<file path="config.mk">
export PLATFORM = sky130hd
export DESIGN_NAME = sitr_regs
export DESIGN_NICKNAME = d
export VERILOG_FILES = /design/src/sitr_pkg.sv /design/src/sitr_regs.sv
export SDC_FILE = /design/constraint.sdc
export NUM_CORES = 1
export LEC_CHECK = 0
export BUFFER_PORTS_ARGS = -buffer_cell sky130_fd_sc_hd__buf_2
export CORE_MARGIN = 2
export CORE_UTILIZATION = 40
export CTS_BUF_LIST = sky130_fd_sc_hd__clkbuf_4
export DETAILED_ROUTE_END_ITERATION = 16
export GPL_ROUTABILITY_DRIVEN = 1
export PLACE_DENSITY = 0.72
export REMOVE_ABC_BUFFERS = 1
export SLEW_MARGIN = 25
export SYNTH_ARGS = -nofsm -noshare
export SYNTH_HDL_FRONTEND = slang
export SYNTH_SLANG_ARGS = --single-unit
export TNS_END_PERCENT = 100
</file>
<file path="constraint.sdc">
create_clock -name clk -period 1.25 [get_ports clk]
set_clock_uncertainty 0.15 [all_clocks]
set_input_delay 0.25 -clock clk [delete_from_list [all_inputs] [get_ports clk]]
set_output_delay 0.25 -clock clk [all_outputs]
set_load 0.05 [all_outputs]
</file>
<file path="src/sitr_pkg.sv">
/*
  Constants and carrier types for the sampling-instant trim register bank.
  Assumes a plain register port with 12-bit byte offsets and 8-bit data.
*/
package sitr_pkg;
  localparam int unsigned ADDR_W = 12;
  localparam int unsigned DATA_W = 8;
  localparam int unsigned NUM_TRIM = 6;

  localparam logic [11:0] OFS_CORE_A_DUAL = 12'h310;
  localparam logic [11:0] OFS_CORE_B_DUAL = 12'h313;
  localparam logic [11:0] OFS_CORE_A_SINGLE_FIRST = 12'h314;
  localparam logic [11:0] OFS_CORE_B_SINGLE_FIRST = 12'h315;
  localparam logic [11:0] OFS_CORE_A_SINGLE_SECOND = 12'h31A;
  localparam logic [11:0] OFS_CORE_B_SINGLE_SECOND = 12'h31B;

  // Index order of the trim array
  localparam logic [2:0] IDX_A_DUAL = 3'h0;
  localparam logic [2:0] IDX_B_DUAL = 3'h1;
  localparam logic [2:0] IDX_A_SGL_FIRST = 3'h2;
  localparam logic [2:0] IDX_B_SGL_FIRST = 3'h3;
  localparam logic [2:0] IDX_A_SGL_SECOND = 3'h4;
  localparam logic [2:0] IDX_B_SGL_SECOND = 3'h5;
  localparam logic [2:0] IDX_NONE = 3'h7;

  localparam logic [7:0] TRIM_RESET = 8'h00;
  localparam logic [7:0] UNMAPPED_READ = 8'h00;

  typedef struct packed {
    logic [11:0] addr;
    logic [7:0] wdata;
    logic wr;
    logic rd;
  } sitr_req_s;

  typedef struct packed {
    logic [7:0] core_a;
    logic [7:0] core_b;
  } sitr_trim_s;
endpackage : sitr_pkg

</file>
<file path="src/sitr_regs.sv">
/*
  Sampling-instant trim register bank: six 8-bit read/write trims and the
  selection of the trims that are live for each converter core.
  Assumes the register master and mode inputs are synchronous to clk, and
  that factory defaults arrive on fuse inputs with a load pulse.
*/
`timescale 1ns/1ns
//
// Contract
// Eight-bit read/write trim per core and case
// Factory default loaded; software reads, overwrites
// Offset 0x310 trims core A, dual mode
// Offset 0x313 trims core B, dual mode
// Single mode: core and input pick register (code does so only with fg_cal_en set, else the dual trims drive both cores)
// Core A single trims use 90-degree phase
// Inactive trims kept; applied when case active
module sitr_regs import sitr_pkg::*; (
  input wire logic clk,
  input wire logic arst_n,
  input wire sitr_req_s req,
  output logic [7:0] rdata,
  input wire logic fuse_load,
  input wire logic [47:0] fuse_trim,
  input wire logic single_mode,
  input wire logic fg_cal_en,
  input wire logic second_input_pair,
  output sitr_trim_s trim_out,
  output logic core_a_phase90
);

  logic [7:0] trim_q [NUM_TRIM];

  function automatic logic [2:0] decode(input logic [11:0] a);
    case (a)
      OFS_CORE_A_DUAL: decode = IDX_A_DUAL;
      OFS_CORE_B_DUAL: decode = IDX_B_DUAL;
      OFS_CORE_A_SINGLE_FIRST: decode = IDX_A_SGL_FIRST;
      OFS_CORE_B_SINGLE_FIRST: decode = IDX_B_SGL_FIRST;
      OFS_CORE_A_SINGLE_SECOND: decode = IDX_A_SGL_SECOND;
      OFS_CORE_B_SINGLE_SECOND: decode = IDX_B_SGL_SECOND;
      default: decode = IDX_NONE;
    endcase
  endfunction : decode

  logic [2:0] widx;
  logic [2:0] ridx;
  assign widx = decode(req.addr);
  assign ridx = decode(req.addr);

  // A software write in the same cycle as a fuse load wins: the later
  // intent of software must not be lost to a late factory reload.
  genvar g;
  generate
    for (g = 0; g < NUM_TRIM; g++) begin : g_trim
      always_ff @(posedge clk or negedge arst_n) begin
        if (!arst_n) begin
          trim_q[g] <= TRIM_RESET;
        end else if (req.wr && widx == 3'(g)) begin
          trim_q[g] <= req.wdata; // see
        end else if (fuse_load) begin
          trim_q[g] <= fuse_trim[g*8 +: 8];
        end
      end
    end
  endgenerate

  always_ff @(posedge clk or negedge arst_n) begin
    if (!arst_n) begin
      rdata <= UNMAPPED_READ;
    end else if (req.rd) begin
      if (ridx == IDX_NONE) begin
        rdata <= UNMAPPED_READ;
      end else begin
        rdata <= trim_q[ridx];
      end
    end else begin
      rdata <= UNMAPPED_READ;
    end
  end

  // Only the selected pair is driven out; the others keep their contents.
  logic [2:0] sel_a;
  logic [2:0] sel_b;
  always_comb begin
    if (single_mode && fg_cal_en) begin
      sel_a = second_input_pair ? IDX_A_SGL_SECOND : IDX_A_SGL_FIRST;
      sel_b = second_input_pair ? IDX_B_SGL_SECOND : IDX_B_SGL_FIRST;
    end else begin
      sel_a = IDX_A_DUAL;
      sel_b = IDX_B_DUAL;
    end
  end

  always_ff @(posedge clk or negedge arst_n) begin
    if (!arst_n) begin
      trim_out <= '0;
      core_a_phase90 <= 1'b0;
    end else begin
      trim_out.core_a <= trim_q[sel_a]; // see see
      trim_out.core_b <= trim_q[sel_b]; // see see
      core_a_phase90 <= single_mode && fg_cal_en;
    end
  end

  // Output selection checks. Dual trims also drive the cores in single
  // mode without calibration, so the antecedent is the full case test.
  chk_dual_core_a: assert property (@(posedge clk)
    disable iff (!arst_n)
    !(single_mode && fg_cal_en) |=>
    trim_out.core_a == $past(trim_q[IDX_A_DUAL]))
    else $error("core A dual trim not applied");

  chk_dual_core_b: assert property (@(posedge clk)
    disable iff (!arst_n)
    !(single_mode && fg_cal_en) |=>
    trim_out.core_b == $past(trim_q[IDX_B_DUAL]))
    else $error("core B dual trim not applied");

  chk_single_first_sel: assert property (@(posedge clk)
    disable iff (!arst_n)
    single_mode && fg_cal_en && !second_input_pair |=>
    trim_out.core_a == $past(trim_q[IDX_A_SGL_FIRST]) &&
    trim_out.core_b == $past(trim_q[IDX_B_SGL_FIRST]))
    else $error("first input trims not applied");

  chk_single_second_sel: assert property (@(posedge clk)
    disable iff (!arst_n)
    single_mode && fg_cal_en && second_input_pair |=>
    trim_out.core_a == $past(trim_q[IDX_A_SGL_SECOND]) &&
    trim_out.core_b == $past(trim_q[IDX_B_SGL_SECOND]))
    else $error("second input trims not applied");

  chk_phase_flag: assert property (@(posedge clk)
    disable iff (!arst_n)
    ##1 core_a_phase90 == $past(single_mode && fg_cal_en))
    else $error("phase flag wrong");

  chk_phase_high: assert property (@(posedge clk)
    disable iff (!arst_n)
    single_mode && fg_cal_en |=> core_a_phase90)
    else $error("phase flag low in calibrated single mode");

  chk_phase_low: assert property (@(posedge clk)
    disable iff (!arst_n)
    !(single_mode && fg_cal_en) |=> !core_a_phase90)
    else $error("phase flag high outside its case");

  // Register port checks. A read returns what the previous cycle wrote,
  // since the write lands one edge before the edge that samples the read strobe.
  chk_write_readback: assert property (@(posedge clk)
    disable iff (!arst_n)
    req.wr && decode(req.addr) != IDX_NONE ##1
    req.rd && req.addr == $past(req.addr) |=>
    rdata == $past(req.wdata, 2))
    else $error("write not read back");

  chk_fuse_load: assert property (@(posedge clk)
    disable iff (!arst_n)
    fuse_load && !req.wr |=> trim_q[IDX_A_DUAL] == $past(fuse_trim[7:0]))
    else $error("factory trim not loaded");

  chk_inactive_kept: assert property (@(posedge clk)
    disable iff (!arst_n)
    !req.wr && !fuse_load |=> $stable(trim_q[IDX_B_SGL_SECOND]))
    else $error("inactive trim changed");

  chk_unmapped_read: assert property (@(posedge clk)
    disable iff (!arst_n)
    req.rd && decode(req.addr) == IDX_NONE |=> rdata == UNMAPPED_READ)
    else $error("unmapped read not zero");

  // Read data must not linger: software may poll with no gap between
  // strobes, and a stale byte would look like a fresh answer.
  chk_read_one_cycle: assert property (@(posedge clk)
    disable iff (!arst_n)
    !req.rd |=> rdata == UNMAPPED_READ)
    else $error("read data stood too long");

  // An unmapped write must not alias onto either dual-mode trim.
  chk_unmapped_write: assert property (@(posedge clk)
    disable iff (!arst_n)
    req.wr && decode(req.addr) == IDX_NONE && !fuse_load |=>
    $stable(trim_q[IDX_A_DUAL]) && $stable(trim_q[IDX_B_DUAL]))
    else $error("unmapped write changed a trim");

  // Per-trim checks. A trim that holds its value while its case is
  // inactive is what lets software park values ahead of a mode change.
  generate
    for (g = 0; g < NUM_TRIM; g++) begin : g_chk
      chk_write_lands: assert property (@(posedge clk)
        disable iff (!arst_n)
        req.wr && decode(req.addr) == 3'(g) |=>
        trim_q[g] == $past(req.wdata))
        else $error("trim write not stored");

      chk_fuse_fills: assert property (@(posedge clk)
        disable iff (!arst_n)
        fuse_load && !(req.wr && decode(req.addr) == 3'(g)) |=>
        trim_q[g] == $past(fuse_trim[g*8 +: 8]))
        else $error("factory trim not stored");

      chk_trim_held: assert property (@(posedge clk)
        disable iff (!arst_n)
        !fuse_load && !(req.wr && decode(req.addr) == 3'(g)) |=>
        $stable(trim_q[g]))
        else $error("trim changed without a write");

      chk_read_returns: assert property (@(posedge clk)
        disable iff (!arst_n)
        req.rd && decode(req.addr) == 3'(g) |=>
        rdata == $past(trim_q[g]))
        else $error("read did not return the trim");
    end
  endgenerate
endmodule : sitr_regs

</file>
==> summary.txt <==
Run status
  – Outcome: finished with violations
  – Violations in the final reports: setup timing

Die
  – Placeable core region: a little over 9000 um^2
  – Placement row count: 35
  – Die height: roughly 100 um
  – Horizontal extent of the die: 101.9 um
  – Initial cell density of the core: 0.4133
  – Die area: around 10000 um^2
  – # IOs: between 100 and 150

Clock network
  – Maximum level of the CTS H-tree: 3
  – Clock root buffer master: sky130_fd_sc_hd__clkbuf_4
  – CTS sink cnt: 73
  – Clock latency on the worst-skew pair: roughly 430 ps
  – Clock buffers created by TritonCTS: 9
  – Clock slew at reported path FFs: around 110 ps
  – Deepest clock path buffer count: 2
  – TritonCTS clock tree: yes

Layout
  – Layout Cells excl Fill: around 660
  – Signed area change from the synthesized netlist to the final layout: 60.16%
  – Diodes inserted: 0
  – Leading cell types in the layout, fill and taps excluded: sky130_fd_sc_hd__dfrtp_1 (73), sky130_fd_sc_hd__buf_2 (69), sky130_fd_sc_hd__buf_6 (49)
  – Layout cells sized above 1: 0.5482
  – Most frequent standard cell in the layout excluding fill and tap cells: sky130_fd_sc_hd__dfrtp_1
  – Final net count: 600
  – Final design area excluding fillers: slightly above 6000 um^2

GRT
  – Peak-usage layer in the global routing report: met2
  – Via count of the first global-routing pass: 3734
  – GR Util All Layers: 0.2448
  – Initial antenna violation count: 0
  – Met3 Usage GRT: 0.05130
  – Global-route wire length before repair: around 19 mm
  – Remaining global-route overflow: 0
  – Met1 routing resource usage after global routing: 0.3169
  – GR Util met2: 0.3973
  – Largest net degree at the start of global routing: 74

STA
  – Fmax: about 700 MHz
  – Final clock period utilization by the worst path: 1.142
  – Worst rel slew slack: 0.7311
  – Minimum clock period: about 1400 ps
  – Total count of hold-check failures in the final report: 0
  – Number of setup violations in the final report: 80
  – Unrepaired setup endpoints after global routing: true
  – Final Worst Setup Slack: -177.0 ps
  – Tightest Pin Transition: about 400 ps
  – Hold slack final: between 20 and 25 ps
  – Final Max Slew Viols: 0

Power and ir drop
  – Power Dens Cells: between 900 and 1000 nW/um^2
  – Worst vdd ir: 0.5639 mV
  – Total leakage power: between 2 and 3 nW
  – Final Power: 6.030 mW

Drt
  – Detailed Route WL: ~13 mm
  – Avg WL per Cell: between 15 and 20 um
  – Pre-antenna DRT Iters: 5
  – DRC marker count from the first detailed-route iteration: 330
  – Via density per instance: 5.582
  – Number of DRC violations after detailed routing: 0
  – Antenna-violating nets left: 0
  – Routed vias: 3673

Worst setup path
  – Sort of element at the end of the critical path: register
  – Start-to-end type of the worst setup path: in -> reg
  – Cells traversed along the worst timing path: buf_6 -> nor4b_4 -> and3_4 -> and4b_2 -> buf_6 -> mux2_4
  – Max incr delay on CP: ~320 ps
  – Arr. time, crit path: around 1600 ps
  – Most common cell on crit path: sky130_fd_sc_hd__buf_6
  – Startpoint type of the worst setup path: input pin
  – Largest driver fanout on the critical path: 4
  – Worst Path Required: between 1000 and 1500 ps
  – Cell at the slowest stage of the critical path: sky130_fd_sc_hd__nor4b_4

Min path
  – Class of the most critical hold timing path: in -> reg

Placement
  – Placed Area: about 4800 um^2
  – Count of buffers from port buffering: 100
  – Post-DP HPWL: 7.809 mm
  – Global placement routability congestion: between 0.8 and 0.9
  – Post-Place Cells: ~600

Yosys
  – Warning count from the yosys run: 0
  – Number of enable-type register cells in the synthesized netlist: 0
  – Number of flip-flops and latches in the synthesized netlist: between 70 and 80
  – Part of the Yosys area used for sequential elements: 0.4760
  – Syn Area/Cell: around 11 um^2
  – Most used flip-flop cell after synthesis: sky130_fd_sc_hd__dfrtp_1
  – Number of distinct standard cells referenced by the synthesized netlist: 34
  – Synth async-reset ratio: 1.000
  – Synthesized netlist cell count: 350
  – Top cells by area, synth: sky130_fd_sc_hd__dfrtp_1 (48%), sky130_fd_sc_hd__mux2_2 (14%), sky130_fd_sc_hd__mux2i_1 (11%), sky130_fd_sc_hd__nor2_1 (5.3%), sky130_fd_sc_hd__a21oi_1 (5.2%)
  – Share of the synthesized area in the top cell type: 0.4760
  – Library cell with the largest summed area after synthesis: sky130_fd_sc_hd__dfrtp_1
  – Netlist area before placement: between 3000 and 4000 um^2

Flow run
  – Number of maximum-capacitance constraint violations: 0
-- cells by family after synthesis --
kind of cell    Yosys count  synth area share
compound gates           68            0.1004
xor+xnor                  2          0.009457
buf+inv                  24           0.03032
flops                    73            0.4760
mux                      89            0.2478
simple gates             94            0.1360
-- what timing repair did --
action                                  in CTS  in global routing
buffers inserted                             5                  7
resized for setup                          140                 71
pin swaps                                   10                 13
cloned                                       1                  0
endpoints found under the setup margin      68                 81
hold endpoints to repair                   107                  1
hold buffers                                32                  1
-- stage by stage --
step           setup WS (ps)  TNS [ps]  utilization
2_1_floorplan          -1087    -50160            -
3_3_place_gp          -639.9    -29360       0.5150
3_5_place_dp          -692.6    -31160       0.5150
4_1_cts               -176.0     -7985       0.6261
5_1_grt               -242.7    -12470       0.6620
6_report              -177.0     -8818       0.6620
-- registers in the layout, indices dropped and copies added (netlist names) --
name            count
trim_q             48
trim_out           16
rdata               8
core_a_phase90      1
-- cell usage after synthesis (4+ instances only) --
cell type and number:
sky130_fd_sc_hd__dfrtp_1 73, sky130_fd_sc_hd__nor2_1 54, sky130_fd_sc_hd__mux2_2 48, sky130_fd_sc_hd__mux2i_1 41, sky130_fd_sc_hd__a21oi_1 40, sky130_fd_sc_hd__clkbuf_1 12
sky130_fd_sc_hd__o21ai_0 12, sky130_fd_sc_hd__and3_1 10, sky130_fd_sc_hd__nor3b_1 9, sky130_fd_sc_hd__buf_2 6, sky130_fd_sc_hd__nand4_1 5, sky130_fd_sc_hd__o22a_1 4
sky130_fd_sc_hd__o22ai_1 4, sky130_fd_sc_hd__o31ai_1 4, sky130_fd_sc_hd__o41ai_1 4
-- power by group --
part	switching (mW)	internal, mW	total (mW)	leakage (nW)
Combinational	0.810	0.758	1.57	1.82
Clock	0.879	0.823	1.70	0.0862
Sequential	0.178	2.58	2.76	0.869
-- layer usage --
layer / part of all wire / up-vias / routed length [um]
met3: 0.065 / 48 / 841
met5: 0 / - / 0
met1: 0.41 / 1813 / 5352
met4: 0.039 / 0 / 502
li1: - / 1626 / -
met2: 0.48 / 186 / 6261
-- path summary, 6_finish.rpt --
path / start / end / slack, ps / cells past startpoint
setup reg to reg: trim_q[28] / trim_q[28] / 10 / 2
max in group asynchronous: arst_n / trim_out[12] / 410 / 3
setup / recovery: req[17] / trim_q[39] / -180 / 6
hold reg to reg: trim_q[39] / trim_out[7] / 440 / 2
min in group asynchronous: arst_n / core_a_phase90 / 200 / 3
hold / removal: fuse_trim[46] / trim_q[6] / 20 / 3
-- final cells by class --
cell class | instances | area [um^2]
clock inverter | 6 | 82.58
tap | 129 | 161.4
sequential | 73 | 1827
multi-input combinational | 253 | 2387
timing repair buffer | 187 | 1613
clock buffer | 10 | 75.07
fill | 689 | 3138
-- critical path: cells and delay by family --
kind | cells | cell delay (ps)
AND/OR/NAND/NOR | 3 | 820
multiplexers | 1 | 290
buffers and inverters | 2 | 240
Power figures use the tool's default switching activity.
